**src/nvscp_pkg.sv**
```systemverilog
// shared constants and types for the power-up settings command parser
package nvscp_pkg;
   // ==================================================
   // packet geometry
   localparam int PKT_LEN = 64;          // bytes per command and response
   localparam int IDX_W = 7;             // index width, counts 0..64
   // ==================================================
   // command, sub-command and status codes
   localparam logic [7:0] CMD_SET_NV = 8'h60;
   localparam logic [7:0] SUB_SPI = 8'h10;
   localparam logic [7:0] SUB_CHIP = 8'h20;
   localparam logic [7:0] SUB_KEY = 8'h30;
   localparam logic [7:0] SUB_PROD = 8'h40;
   localparam logic [7:0] SUB_MFR = 8'h50;
   localparam logic [7:0] STS_OK = 8'h00;
   localparam logic [7:0] STS_BLOCKED = 8'hfb;
   localparam logic [7:0] STS_BUSY = 8'hf8;
   localparam logic [7:0] STS_UNSUPP = 8'hf7;   // unknown command or sub-command
   localparam logic [7:0] ACC_PW = 8'h40;
   localparam logic [7:0] ACC_LOCK = 8'h80;
   localparam logic [7:0] POWER_MASK = 8'he0;   // low five bits reserved
   // ==================================================
   // byte positions inside a command packet
   localparam int IX_CMD = 0;
   localparam int IX_SUB = 1;
   localparam int IX_ECHO = 2;
   localparam int IX_RATE = 4;
   localparam int IX_IDLE = 8;
   localparam int IX_ACT = 10;
   localparam int IX_PRE = 12;
   localparam int IX_POST = 14;
   localparam int IX_GAP = 16;
   localparam int IX_COUNT = 18;
   localparam int IX_MODE = 20;
   localparam int IX_VID = 4;
   localparam int IX_PID = 6;
   localparam int IX_POWER = 8;
   localparam int IX_CURR = 9;
   localparam int IX_ACCESS = 18;
   localparam int IX_PW = 19;
   localparam int PW_LEN = 8;
   localparam logic [6:0] IX_STR = 7'h04;       // first descriptor byte
   localparam logic [6:0] IX_LAST = 7'h3f;
   // delays are kept as raw counts of this unit, in microseconds
   localparam int DELAY_UNIT_US = 100;
   // ==================================================
   // values after reset
   localparam logic [31:0] RST_RATE = 32'h0000_0000;
   localparam logic [8:0] RST_CS = 9'h000;
   localparam logic [15:0] RST_HALF = 16'h0000;
   localparam logic [7:0] RST_BYTE = 8'h00;
   localparam logic [63:0] RST_PW = 64'h0;
   // ==================================================
   // parser states
   typedef enum logic [1:0] {ST_RX, ST_EXEC, ST_TX} nvscp_state_type;
endpackage : nvscp_pkg

```
**src/nvscp_buf_if.sv**
```systemverilog
// carrier between the parser and its packet store
`timescale 1ns/1ps
interface nvscp_buf_if;
   logic we;                                  // byte write strobe
   logic [5:0] waddr;                         // byte index
   logic [7:0] wdata;                         // byte value
   logic [7:0] bytes [nvscp_pkg::PKT_LEN];    // whole stored packet
   modport writer (output we, waddr, wdata, input bytes);
   modport store (input we, waddr, wdata, output bytes);
endinterface : nvscp_buf_if

```
**src/nvscp_pkt_buf.sv**
```systemverilog
// flip-flop store for one received command packet
`timescale 1ns/1ps
module nvscp_pkt_buf (
   input wire logic ref_clk,
   input wire logic rst_n,
   nvscp_buf_if.store bus
);
   import nvscp_pkg::*;

   logic [7:0] mem_reg [PKT_LEN];   // stored bytes
   logic [7:0] mem_next [PKT_LEN];

   // ==================================================
   // write one byte by index
   always_comb begin
      mem_next = mem_reg;
      if (bus.we) begin
         mem_next[bus.waddr] = bus.wdata;
      end
   end

   always_ff @(posedge ref_clk or negedge rst_n) begin
      if (!rst_n) begin
         for (int i = 0; i < PKT_LEN; i++) begin
            mem_reg[i] <= RST_BYTE;
         end
      end else begin
         mem_reg <= mem_next;
      end
   end

   assign bus.bytes = mem_reg;
endmodule : nvscp_pkt_buf

```
**src/nvscp_parser.sv**
```systemverilog
// power-up settings command parser: takes a 64-byte command, answers with 64 bytes
`timescale 1ns/1ps
module nvscp_parser (
   input wire logic ref_clk,
   input wire logic rst_n,
   input wire logic cmd_valid,
   input wire logic [7:0] cmd_data,
   output logic cmd_ready,
   input wire logic rsp_ready,
   output logic rsp_valid,
   output logic [7:0] rsp_data,
   output logic rsp_last,
   input wire logic pw_accepted,
   input wire logic spi_xfer_busy,
   output logic [31:0] nv_bit_rate,
   output logic [8:0] nv_idle_cs,
   output logic [8:0] nv_active_cs,
   output logic [15:0] nv_pre_delay,
   output logic [15:0] nv_post_delay,
   output logic [15:0] nv_gap_delay,
   output logic [15:0] nv_xfer_bytes,
   output logic [1:0] nv_spi_mode,
   output logic [15:0] nv_vendor_id,
   output logic [15:0] nv_product_id,
   output logic [7:0] nv_power_opt,
   output logic [7:0] nv_current,
   output logic [7:0] nv_access,
   output logic [63:0] nv_password,
   output logic str_we,
   output logic str_product,
   output logic [5:0] str_addr,
   output logic [7:0] str_data
);
   import nvscp_pkg::*;

   // ==================================================
   // helpers
   // two packet bytes as one little-endian half word
   function automatic logic [15:0] le16(input logic [7:0] lo, input logic [7:0] hi);
      return {hi, lo};
   endfunction : le16

   // ==================================================
   // packet store
   nvscp_buf_if pb ();
   nvscp_pkt_buf u_buf (
      .ref_clk(ref_clk),
      .rst_n(rst_n),
      .bus(pb.store)
   );

   // ==================================================
   // state
   nvscp_state_type state_reg, state_next;   // sequencer
   logic [IDX_W-1:0] idx_reg, idx_next;      // byte counter
   logic [7:0] cmd_echo_reg, cmd_echo_next;  // response byte 0
   logic [7:0] status_reg, status_next;      // response byte 1
   logic [7:0] sub_echo_reg, sub_echo_next;  // response byte 2
   logic str_en_reg, str_en_next;            // descriptor bytes go out with the answer
   logic cmd_ready_reg, cmd_ready_next;
   logic rsp_valid_reg, rsp_valid_next;
   logic [7:0] rsp_data_reg, rsp_data_next;
   logic rsp_last_reg, rsp_last_next;
   logic str_we_reg, str_we_next;
   logic str_prod_reg, str_prod_next;
   logic [5:0] str_addr_reg, str_addr_next;
   logic [7:0] str_data_reg, str_data_next;
   // stored power-up settings
   logic [31:0] rate_reg, rate_next;
   logic [8:0] idle_reg, idle_next;
   logic [8:0] act_reg, act_next;
   logic [15:0] pre_reg, pre_next;
   logic [15:0] post_reg, post_next;
   logic [15:0] gap_reg, gap_next;
   logic [15:0] count_reg, count_next;
   logic [1:0] mode_reg, mode_next;
   logic [15:0] vid_reg, vid_next;
   logic [15:0] pid_reg, pid_next;
   logic [7:0] power_reg, power_next;
   logic [7:0] curr_reg, curr_next;
   logic [7:0] access_reg, access_next;
   logic [63:0] pw_reg, pw_next;

   // ==================================================
   // decoded fields of the held packet
   logic [31:0] f_rate;
   logic [63:0] f_pw;
   logic [7:0] f_cmd, f_sub;
   logic sub_known, blocked;

   assign f_cmd = pb.bytes[IX_CMD];
   assign f_sub = pb.bytes[IX_SUB];
   // bit rate arrives least significant byte first
   assign f_rate = {pb.bytes[IX_RATE+3], pb.bytes[IX_RATE+2],
                    pb.bytes[IX_RATE+1], pb.bytes[IX_RATE]};
   // first password character lands in the low byte
   always_comb begin
      f_pw = RST_PW;
      for (int i = 0; i < PW_LEN; i++) begin
         f_pw[i*8 +: 8] = pb.bytes[IX_PW+i];
      end
   end
   assign sub_known = (f_sub == SUB_SPI) || (f_sub == SUB_CHIP) || (f_sub == SUB_KEY) ||
                      (f_sub == SUB_MFR) || (f_sub == SUB_PROD);
   // a locked part never takes a write; a protected one only after the password
   assign blocked = (access_reg == ACC_LOCK) ||
                    ((access_reg == ACC_PW) && !pw_accepted);

   // ==================================================
   // next-state logic for sequencer, answer and store
   always_comb begin
      state_next = state_reg;
      idx_next = idx_reg;
      cmd_echo_next = cmd_echo_reg;
      status_next = status_reg;
      sub_echo_next = sub_echo_reg;
      str_en_next = str_en_reg;
      cmd_ready_next = cmd_ready_reg;
      rsp_valid_next = rsp_valid_reg;
      rsp_data_next = rsp_data_reg;
      rsp_last_next = rsp_last_reg;
      str_we_next = 1'b0;
      str_prod_next = str_prod_reg;
      str_addr_next = str_addr_reg;
      str_data_next = str_data_reg;
      rate_next = rate_reg;
      idle_next = idle_reg;
      act_next = act_reg;
      pre_next = pre_reg;
      post_next = post_reg;
      gap_next = gap_reg;
      count_next = count_reg;
      mode_next = mode_reg;
      vid_next = vid_reg;
      pid_next = pid_reg;
      power_next = power_reg;
      curr_next = curr_reg;
      access_next = access_reg;
      pw_next = pw_reg;
      pb.we = 1'b0;
      pb.waddr = idx_reg[5:0];
      pb.wdata = cmd_data;
      unique case (state_reg)
         // collect the 64 command bytes
         ST_RX: begin
            if (cmd_valid && cmd_ready_reg) begin
               pb.we = 1'b1;
               if (idx_reg == IX_LAST) begin
                  state_next = ST_EXEC;
                  cmd_ready_next = 1'b0;
                  idx_next = '0;
               end else begin
                  idx_next = idx_reg + 7'd1;
               end
            end
         end
         // judge the command and commit its settings in one cycle
         ST_EXEC: begin
            cmd_echo_next = f_cmd;
            status_next = STS_UNSUPP;
            sub_echo_next = 8'h00;
            str_en_next = 1'b0;
            if (f_cmd == CMD_SET_NV && sub_known) begin
               if (blocked) begin
                  status_next = STS_BLOCKED;
               end else if (f_sub == SUB_SPI && spi_xfer_busy) begin
                  status_next = STS_BUSY;
                  sub_echo_next = f_sub;
               end else begin
                  status_next = STS_OK;
                  sub_echo_next = f_sub;
                  if (f_sub == SUB_SPI) begin
                     rate_next = f_rate;
                     // only nine select lines exist, upper bits of the half word dropped
                     idle_next = 9'(le16(pb.bytes[IX_IDLE], pb.bytes[IX_IDLE+1]));
                     act_next = 9'(le16(pb.bytes[IX_ACT], pb.bytes[IX_ACT+1]));
                     pre_next = le16(pb.bytes[IX_PRE], pb.bytes[IX_PRE+1]);
                     post_next = le16(pb.bytes[IX_POST], pb.bytes[IX_POST+1]);
                     gap_next = le16(pb.bytes[IX_GAP], pb.bytes[IX_GAP+1]);
                     count_next = le16(pb.bytes[IX_COUNT], pb.bytes[IX_COUNT+1]);
                     mode_next = pb.bytes[IX_MODE][1:0];
                  end
                  if (f_sub == SUB_CHIP) begin
                     access_next = pb.bytes[IX_ACCESS];
                     // all-zero password field means keep the old one
                     if (f_pw != RST_PW) begin
                        pw_next = f_pw;
                     end
                  end
                  if (f_sub == SUB_KEY) begin
                     vid_next = le16(pb.bytes[IX_VID], pb.bytes[IX_VID+1]);
                     pid_next = le16(pb.bytes[IX_PID], pb.bytes[IX_PID+1]);
                     // reserved power bits are dropped, not trusted
                     power_next = pb.bytes[IX_POWER] & POWER_MASK;
                     curr_next = pb.bytes[IX_CURR];
                  end
                  if (f_sub == SUB_MFR || f_sub == SUB_PROD) begin
                     str_en_next = 1'b1;
                     str_prod_next = (f_sub == SUB_PROD);
                  end
               end
            end
            state_next = ST_TX;
         end
         // stream the answer; a stalled host holds the current byte
         ST_TX: begin
            if (!rsp_valid_reg || rsp_ready) begin
               if (idx_reg < IDX_W'(PKT_LEN)) begin
                  rsp_valid_next = 1'b1;
                  rsp_last_next = (idx_reg == IX_LAST);
                  if (idx_reg == 7'(IX_CMD)) begin
                     rsp_data_next = cmd_echo_reg;
                  end else if (idx_reg == 7'(IX_SUB)) begin
                     rsp_data_next = status_reg;
                  end else if (idx_reg == 7'(IX_ECHO)) begin
                     rsp_data_next = sub_echo_reg;
                  end else begin
                     rsp_data_next = 8'h00;
                  end
                  // descriptor bytes leave in step with the answer bytes
                  if (str_en_reg && idx_reg >= IX_STR) begin
                     str_we_next = 1'b1;
                     str_addr_next = 6'(idx_reg - IX_STR);
                     str_data_next = pb.bytes[idx_reg[5:0]];
                  end
                  idx_next = idx_reg + 7'd1;
               end else begin
                  // last byte taken: one answer per command, then listen again
                  rsp_valid_next = 1'b0;
                  rsp_last_next = 1'b0;
                  state_next = ST_RX;
                  cmd_ready_next = 1'b1;
                  idx_next = '0;
               end
            end
         end
      endcase
   end

   // ==================================================
   // registers
   always_ff @(posedge ref_clk or negedge rst_n) begin
      if (!rst_n) begin
         state_reg <= ST_RX;
         idx_reg <= '0;
         cmd_echo_reg <= RST_BYTE;
         status_reg <= RST_BYTE;
         sub_echo_reg <= RST_BYTE;
         str_en_reg <= 1'b0;
         cmd_ready_reg <= 1'b1;
         rsp_valid_reg <= 1'b0;
         rsp_data_reg <= RST_BYTE;
         rsp_last_reg <= 1'b0;
         str_we_reg <= 1'b0;
         str_prod_reg <= 1'b0;
         str_addr_reg <= 6'h00;
         str_data_reg <= RST_BYTE;
         rate_reg <= RST_RATE;
         idle_reg <= RST_CS;
         act_reg <= RST_CS;
         pre_reg <= RST_HALF;
         post_reg <= RST_HALF;
         gap_reg <= RST_HALF;
         count_reg <= RST_HALF;
         mode_reg <= 2'h0;
         vid_reg <= RST_HALF;
         pid_reg <= RST_HALF;
         power_reg <= RST_BYTE;
         curr_reg <= RST_BYTE;
         access_reg <= RST_BYTE;
         pw_reg <= RST_PW;
      end else begin
         state_reg <= state_next;
         idx_reg <= idx_next;
         cmd_echo_reg <= cmd_echo_next;
         status_reg <= status_next;
         sub_echo_reg <= sub_echo_next;
         str_en_reg <= str_en_next;
         cmd_ready_reg <= cmd_ready_next;
         rsp_valid_reg <= rsp_valid_next;
         rsp_data_reg <= rsp_data_next;
         rsp_last_reg <= rsp_last_next;
         str_we_reg <= str_we_next;
         str_prod_reg <= str_prod_next;
         str_addr_reg <= str_addr_next;
         str_data_reg <= str_data_next;
         rate_reg <= rate_next;
         idle_reg <= idle_next;
         act_reg <= act_next;
         pre_reg <= pre_next;
         post_reg <= post_next;
         gap_reg <= gap_next;
         count_reg <= count_next;
         mode_reg <= mode_next;
         vid_reg <= vid_next;
         pid_reg <= pid_next;
         power_reg <= power_next;
         curr_reg <= curr_next;
         access_reg <= access_next;
         pw_reg <= pw_next;
      end
   end

   // ==================================================
   // outputs, all straight from flops
   assign cmd_ready = cmd_ready_reg;
   assign rsp_valid = rsp_valid_reg;
   assign rsp_data = rsp_data_reg;
   assign rsp_last = rsp_last_reg;
   assign str_we = str_we_reg;
   assign str_product = str_prod_reg;
   assign str_addr = str_addr_reg;
   assign str_data = str_data_reg;
   assign nv_bit_rate = rate_reg;
   assign nv_idle_cs = idle_reg;
   assign nv_active_cs = act_reg;
   assign nv_pre_delay = pre_reg;
   assign nv_post_delay = post_reg;
   assign nv_gap_delay = gap_reg;
   assign nv_xfer_bytes = count_reg;
   assign nv_spi_mode = mode_reg;
   assign nv_vendor_id = vid_reg;
   assign nv_product_id = pid_reg;
   assign nv_power_opt = power_reg;
   assign nv_current = curr_reg;
   assign nv_access = access_reg;
   assign nv_password = pw_reg;

   logic exec_set;
   assign exec_set = (state_reg == ST_EXEC) && (f_cmd == CMD_SET_NV) && sub_known;
endmodule : nvscp_parser

```
**config.mk**
```make
export PLATFORM = sky130hd
export DESIGN_NAME = nvscp_parser
export DESIGN_NICKNAME = d
export VERILOG_FILES = /design/src/nvscp_pkg.sv /design/src/nvscp_buf_if.sv /design/src/nvscp_pkt_buf.sv /design/src/nvscp_parser.sv
export SDC_FILE = /design/constraint.sdc
export NUM_CORES = 1
export LEC_CHECK = 0
export BUFFER_PORTS_ARGS = -buffer_cell sky130_fd_sc_hd__buf_2
export CAP_MARGIN = 10
export CORE_MARGIN = 4
export CORE_UTILIZATION = 40
export CTS_CLUSTER_DIAMETER = 80
export DETAILED_ROUTE_END_ITERATION = 7
export GPL_TIMING_DRIVEN = 1
export PLACE_DENSITY = 0.66
export SLEW_MARGIN = 10
export SYNTH_ARGS = -nofsm -noshare
export SYNTH_HDL_FRONTEND = slang
export SYNTH_HIERARCHICAL = 1
export SYNTH_SLANG_ARGS = --single-unit
```
**constraint.sdc**
```tcl
create_clock -name ref_clk -period 3.6 [get_ports ref_clk]
set_input_delay 0.18 -clock ref_clk [delete_from_list [all_inputs] [get_ports ref_clk]]
set_output_delay 0.18 -clock ref_clk [all_outputs]
set_load 0.03 [all_outputs]
```
==> impl_metrics.toml, run 1 <==
[routing]
num_vias = 22200
first_pass_iters = 8
drt_iter0_drc = 1676
via_per_inst = 5.69
drc = 0
postRouteAntennaNets = 0
routedWlPerCell_um = 26.7
wl_mm = 104

[placed_design]
place.detailed.hpwl_mm = 71.6
pre_cts_ws_ps = 301
gp_congestion = 0.846
io_buffers = 271
dp_cells = 3748

[pwr]
p_per_area_mw_per_mm2 = 443
vdd_drop_max_mv = 0.349
leakagePower_uw = 0.0210

[finish]
largest_register_ffs = 512
fin_util_pct = 46.9
final_nets = 2696
seq_area_mm2 = 0.0200
syn_to_final_growth_pct = 16.3
multi_input_area_mm2 = 0.0147
drive_above_1_share_pct = 52.0
nFillCells = 7552
layout.cells.non_filler = 3897

[global_routing]
grt_max_degree = 123
gr-total-overflow = 0
grt_pass1_wl_mm = 157
grt_pass1_vias = 23900
antenna_found_initial = 7
grt_util_all_layers_pct = 22.0

[cts]
clockRootBuffer = "clkbuf_16"
clockBufferDepth = 3
path_clk_slew_ps = 60
cts_made_buffers = 81
clock_latency_ps = 640
cts_tree = "yes"
h-tree-depth = 3
cts_sinks = 800
postCtsSetupRepairBufs = 0

[critical_path]
required_ps = 4060
path_cells = "buf_4 -> mux4_2 -> nand2_1 -> and3_1 -> a31oi_1 -> a2111oi_0 -> nor2_1"
crit_family = "compound AO/OA/AOI/OAI gates"
path_class = "flip-flop to flip-flop"
crit_arrival_ps = 3930
path_buf_inv = 1
critical-path-slowest-cell = "a2111oi_0"
crit_fanout = 31
endpoint_kind = "flip-flop"
cpPeakStageDelay_ps = 1080
worstSetupStartpointType = "flip-flop"

[floorplanning]
initial_utilization_pct = 40.3
die_h_um = 306
io_pins = 277
die_w_um = 306
core_area_mm2 = 0.0882
placement_rows = 109
die_area_mm2 = 0.0937

[yosys]
ys_ff_latch = 800
yosysWarnings = 6
ys_seq_area_share_pct = 56.3
syn-cell-area_mm2 = 0.0356
synth_edf_count = 0
synth_ff_type = "dfrtp_1"
synth_top_area_cell = "dfrtp_1"
synth_cell_type_count = 75
synth_top_area_share_pct = 56.2
synthTopCellsByArea = "dfrtp_1 (56%), mux2_2 (22%), mux4_2 (6.4%), mux2_4 (2.5%), mux2i_1 (2.1%)"
syn_area_per_cell_um2 = 14.9
synth_cells = 2388
ys_async_sr_fraction_pct = 100

[sta]
min_period_over_period_pct = 96.5
final-hold-violation-count = 0
setup_tns_ps = 0
worstMarginPinSlew_ps = 1200
setup_viol = 0
setup_ws_ps = 125
finClkSkew_ps = 25.0
period_needed_ps = 3470
fmax_ghz = 0.288
final_max_slew_viol_count = 0
rsz0062_at_grt = "false"
max_slew_margin_pct = 17.6

[flow_run]
drv_cap = 0

[outcome]
status = "complete, no violations"

[hold_path]
hold_path_class = "input port to async pin"
## cells in the final DEF, fill, tap and decap left out, drive strengths merged, types with 25 or more instances in the layout
master,Yosys,final
nor2,63,63
o21ai,33,33
buf,73,360
nand2,131,131
clkbuf,96,110
mux4,102,102
a22oi,25,25
mux2,752,752
dfrtp,799,799
mux2i,73,73
## worst reg2reg max path: stages (launching register included)
cell,delay (ps)
dfrtp_4,810
buf_4,390
mux4_2,550
nand2_1,100
and3_1,200
a31oi_1,90
a2111oi_0,1080
nor2_1,120
## where the power goes
part / leakage, uW / total (uW) / internal (uW) / switching (uW)
sequential: 0.0111 / 8990 / 8990 / 0
clock: 0.00139 / 8970 / 5400 / 3570
combinational: 0.00844 / 343 / 38.8 / 304
total: 0.0210 / 18300 / 14400 / 3870
## layer usage
| metal | vias up | wire (um) | GRT usage [%] |
|---|---|---|---|
| met5 | - | 60 | 0 |
| met1 | 11900 | 42600 | 28.9 |
| met2 | 788 | 50700 | 36.2 |
| met4 | 12 | 3640 | 8.07 |
| met3 | 213 | 6830 | 4.58 |
| li1 | 9302 | - | - |
## synthesized netlist by cell type, types with 9 or more instances
cell type  instances
nand3_1           21
o21ai_0           33
ha_1              12
nand2_1           87
dfrtp_1          799
nor4_1            23
a21oi_1           24
a22oi_1           25
o22ai_1           11
mux2_2           683
nor2b_1           24
nand2_2           44
nor2_1            47
buf_2             31
buf_4             20
inv_1             12
clkbuf_1          95
nand4_1           11
mux2_4            60
mux2_1             9
buf_1             15
nor2_2            16
mux2i_1           73
mux4_2           101
## final timing paths
path / startpoint / endpoint / depth (start not counted) / slack [ps]
max: idx_reg[0] / str_data[1] / 7 / 130
min: rst_n / u_buf/bus.bytes[236] / 2 / 120
max reg2reg: idx_reg[0] / str_data[1] / 7 / 130
min reg2reg: rsp_data[2] / rsp_data[2] / 2 / 480
max in group asynchronous: rst_n / nv_pre_delay[6] / 3 / 2390
min in group ref_clk: pw_accepted / status_reg[3] / 5 / 280
## logic make-up (layout without fill, tap and decap cells)
logic type	count (synthesis)	count (layout)	synth area share, %
compound gates	138	138	2.64
buf+inv	185	524	2.57
other cells	1	6	0.0105
fa+ha+maj	12	12	0.422
xor+xnor	1	1	0.0246
flops	800	800	56.3
simple gates	324	324	5.04
mux	927	927	33.0
## cell type report
type	instances	share of cell area [%]
clock buffer	110	5.72
multi-input combinational	1407	35.4
sequential	800	48.5
tap	1165	3.53
timing repair buffer	364	5.57
clock inverter	34	1.14
inverter	16	0.145
antenna	1	0.00605
## what timing repair did
| item | in CTS | in global routing |
|---|---|---|
| hold buffers | 4 | 0 |
| hold endpoints to repair | 48 | 0 |
| gates resized for setup | 0 | 0 |
## through the flow
stage | total power [uW] | cell area, um^2 | hold WS (ps)
6_report | 18300 | 41300 | 119
5_1_grt | 18900 | 41300 | 151
4_1_cts | 18500 | 41300 | 113
3_5_place_dp | 9510 | 38500 | 185
3_3_place_gp | 9490 | 38500 | 181
2_1_floorplan | 9240 | 35600 | -116
Note: power is estimated with default switching activity, not from simulation.
==> inputs of run 2 (changes only) <==
CORE_MARGIN = unset   (was 4)
PLACE_DENSITY = 0.53   (was 0.66)
==> run 2 against run 1 <==
Effect of this change: clock skew is 3.3 ps higher; sequential cell count unchanged; sequential share of layout area shrank 0.28 points; register-to-register slack lost 30 ps; routed wire length increased by 3.4%; critical path type unchanged; largest cell class unchanged.
==> impl_metrics.toml, run 2 (synthesis gave the netlist of run 1 again) <==
[floorplanning]
placement_rows = 108
die_h_um = 300
initial_utilization_pct = 40.7
io_pins = 277
core_area_mm2 = 0.0874
die_w_um = 300
die_area_mm2 = 0.0901

[sta]
period_needed_ps = 3500
min_period_over_period_pct = 97.3
finClkSkew_ps = 28.4
fmax_ghz = 0.285
max_slew_margin_pct = 15.7
hold_ws_ps = 60.8
final_max_slew_viol_count = 0
rsz0062_at_grt = "false"
worstMarginPinSlew_ps = 1260
setup_ws_ps = 96.0
setup_viol = 0
final-hold-violation-count = 0

[finish]
largest_register_ffs = 512
final_nets = 2703
layout_commonest_cell = "dfrtp_1"
fin_area_mm2 = 0.0416
drive_above_1_share_pct = 52.3
final_cell_mix = "dfrtp_1 (795), mux2_2 (683), buf_2 (269)"
syn_to_final_growth_pct = 16.9

[cts]
postCtsSetupRepairBufs = 0
clockBufferDepth = 3
path_clk_slew_ps = 60
clock_latency_ps = 650
cts_sinks = 800
clockRootBuffer = "clkbuf_16"
cts_tree = "yes"
cts_made_buffers = 90
h-tree-depth = 3

[pwr]
p_per_area_mw_per_mm2 = 453
vdd_drop_max_mv = 0.375
leakagePower_uw = 0.0211

[routing]
drt_iter0_drc = 1432
wl_mm = 107
routedWlPerCell_um = 27.5
via_per_inst = 5.60
num_vias = 21900
first_pass_iters = 5
drc = 0
postRouteAntennaNets = 0

[global_routing]
gr-total-overflow = 0
grt_pass1_vias = 23000
antenna_found_initial = 2
grt_pass1_wl_mm = 160
grt_util_all_layers_pct = 24.0
grt_max_degree = 123

[critical_path]
path_class = "flip-flop to flip-flop"
crit_path_start = "idx_reg[0]"
worstSetupStartpointType = "flip-flop"
endpoint_kind = "flip-flop"
reg2reg_from = "idx_reg[0]"
required_ps = 4080
crit_fanout = 22
crit_arrival_ps = 3980

[placed_design]
gp_congestion = 0.841
io_buffers = 271
dpl_cell_area_mm2 = 0.0385
place.detailed.hpwl_mm = 73.4
pre_cts_ws_ps = -9.55

[flow_run]
drv_cap = 0

[outcome]
status = "complete, no violations"

[hold_path]
hold_path_class = "input port to async pin"
## run 2: changes by cell type in the layout (fill, tap and decap cells not counted), sizes merged, moves of 2 or more
| cell | before | now |
|---|---|---|
| buf | 360 | 358 |
| clkinvlp | 4 | 1 |
| clkbuf | 110 | 122 |
| clkinv | 18 | 27 |
## run 2: power breakdown
| group | total (uW) | internal (uW) | switching [uW] | leakage [uW] |
|---|---|---|---|---|
| Sequential | 8990 | 8990 | 0 | 0.0111 |
| Combinational | 351 | 40.8 | 310 | 0.00843 |
| Clock | 9510 | 5730 | 3780 | 0.00153 |
## run 2: layout make-up
cell class / instances / area (um^2)
clock buffers: 122 / 2570
repair buffers: 362 / 2320
flip-flops and latches: 800 / 20000
multi-input cells: 1407 / 14600
clock inverters: 40 / 490
diodes: 2 / 5.00
fillers: 7598 / 45900
well taps: 1155 / 1450
inverters: 16 / 60.1
## run 2: critical path, cell delays in order (launching register included)
cell and delay (ps):
dfrtp_4 820, buf_4 400, mux4_2 610, nand2_1 90, and3_1 180, a31oi_1 70, a2111oi_1 1020, nor2_1 120
## run 2: repair_timing
action                                  in CTS  in global routing
endpoints found under the setup margin       2                  0
hold buffers                                 4                  0
hold endpoints to repair                   317                  0
resized for setup                            2                  0
## run 2: path summary, 6_finish.rpt
check                                             to  slack (ps)  cells past startpoint
min in group ref_clk                   status_reg[6]         240                      5
worst min-delay path                nv_gap_delay[11]          60                      2
worst max register to register           str_data[1]         100                      7
worst max-delay path                     str_data[1]         100                      7
max in group asynchronous       u_buf/bus.bytes[204]        2350                      4
worst min register to register              rsp_last         480                      2
## run 2: metal layers
layer | share of wire (%) | vias up | track usage (%)
met5 | 0 | - | 0
met4 | 1.8 | 0 | 5.36
met3 | 5.1 | 143 | 4.02
met2 | 48 | 545 | 38.9
met1 | 45 | 11900 | 33.9
li1 | - | 9321 | -
## run 2: metrics by stage
stage	std cells	utilization, %	power [uW]	TNS [ps]
2_1_floorplan	2392	-	9240	0
3_3_place_gp	3736	44.0	9510	-2.51
3_5_place_dp	3736	44.0	9520	-9.55
4_1_cts	3902	47.6	19100	0
5_1_grt	3902	47.6	19500	0
6_report	3904	47.6	18900	0
==> inputs of run 3 (changes only) <==
ABC_CLOCK_PERIOD_IN_PS = 3600   (was unset)
CORE_MARGIN = 4   (was unset)
==> run 3 against run 2 <==
Effect of this change: sequential power about the same; fmax up 14%; largest cell class unchanged; sequential share of layout area down 0.22 points; cell count increased by 0.56%; combinational power is 3% higher; clock power up 2.4%; die area up 4.0%; non-clock buffer count grew 12; global-route usage fell by 1.1 points; critical path depth stayed put; setup slack better by 420 ps; hold slack better by 91 ps.
==> impl_metrics.toml, run 3 (synthesis gave the netlist of run 1 again) <==
[outcome]
status = "complete, no violations"

[routing]
num_vias = 21900
wl_mm = 108
first_pass_iters = 5
routedWlPerCell_um = 27.5
postRouteAntennaNets = 0
via_per_inst = 5.57
drt_iter0_drc = 1439
drc = 0

[cts]
h-tree-depth = 3
clockBufferDepth = 3
cts_made_buffers = 89
postCtsHoldBufs = 4
path_clk_slew_ps = 60
clockRootBuffer = "clkbuf_16"
clock_latency_ps = 640
cts_sinks = 800
postCtsSetupRepairBufs = 0
cts_tree = "yes"
cts_resized = 0

[critical_path]
required_ps = 4120
critical-path-slowest-cell = "a2111oi_4"
crit_fanout = 21
endpoint_kind = "flip-flop"
path_cells = "or3b_2 -> a2111oi_4 -> nor4_4 -> nand4b_4 -> or2_4 -> buf_4 -> mux2_2"
crit_arrival_ps = 3600
worstSetupStartpointType = "flip-flop"
cpPeakStageDelay_ps = 550
rr_worst_depth = 7
path_class = "flip-flop to flip-flop"

[global_routing]
grt_pass1_vias = 23500
grt_max_degree = 89
antenna_found_initial = 2
grt_pass1_wl_mm = 162
gr-total-overflow = 0
grt_util_all_layers_pct = 22.9

[placed_design]
pre_cts_ws_ps = 106
place.detailed.hpwl_mm = 74.1
gp_congestion = 0.881
io_buffers = 271
dp_cells = 3757
dpl_cell_area_mm2 = 0.0386

[pwr]
leakagePower_uw = 0.0212
p_per_area_mw_per_mm2 = 457
vdd_drop_max_mv = 0.344
power_uw = 19100

[sta]
final_max_slew_viol_count = 0
setup_tns_ps = 0
period_needed_ps = 3080
worstMarginPinSlew_ps = 1250
finClkSkew_ps = 30.0
rsz0062_at_grt = "false"
setup_viol = 0
min_period_over_period_pct = 85.6
fmax_ghz = 0.325
final-hold-violation-count = 0
max_slew_margin_pct = 16.4
setup_ws_ps = 519

[floorplanning]
die_area_mm2 = 0.0937
die_w_um = 306
die_h_um = 306
initial_utilization_pct = 40.3
placement_rows = 109
io_pins = 277
core_area_mm2 = 0.0882

[flow_run]
drv_cap = 0

[finish]
drive_above_1_share_pct = 52.3
layout_commonest_cell = "dfrtp_1"
fin_area_mm2 = 0.0418
syn_to_final_growth_pct = 17.5
final_cell_mix = "dfrtp_1 (795), mux2_2 (683), buf_2 (269)"
largest_register_ffs = 512
layout.cells.non_filler = 3926
final_nets = 2714

[hold_path]
hold_path_class = "input port to async pin"
[run 3: metal layers]
metal / global-route usage [%] / wire [um]
met1: 31.8 / 48000
met2: 37.5 / 52200
met3: 3.95 / 5110
met4: 6.27 / 2780
met5: 0 / 0
[run 3: critical path, delay by kind of cell (launching register included)]
kind	cells	cell delay (ps)
AND/OR/NAND/NOR	4	1370
multiplexers	1	340
flip-flops	1	400
AO/OA/AOI/OAI	1	550
buffers and inverters	1	270
[run 3: worst paths after layout]
check	end	from	slack, ps
max reg2reg	nv_password[63]	nv_access[7]	520
max	nv_password[63]	nv_access[7]	520
max in group asynchronous	u_buf/bus.bytes[438]	rst_n	2300
min	nv_xfer_bytes[5]	rst_n	150
min reg2reg	rsp_data[2]	rsp_data[2]	480
min in group ref_clk	status_reg[6]	pw_accepted	260
[run 3: report_power, final]
group	leakage [uW]	switching (uW)	total [uW]	internal [uW]
clock	0.00156	3780	9740	5960
combinational	0.00850	310	361	50.7
sequential	0.0111	0	8990	8990
total	0.0212	4090	19100	15000
[run 3: layout make-up]
cell class                      count  area [um^2]
Clock buffer                      131         2650
Fill cell                        7741        46500
Antenna cell                        2         5.00
Sequential cell                   800        20000
Inverter                           16         60.1
Multi-Input combinational cell   1407        14600
Tap cell                         1165         1460
Clock inverter                     31          517
Timing Repair Buffer              374         2410
[run 3: stage by stage]
stage          util, %  hold slack (ps)
2_1_floorplan        -             -116
3_3_place_gp      43.7              272
3_5_place_dp      43.7              290
4_1_cts           47.3              205
5_1_grt           47.3              242
6_report          47.3              151
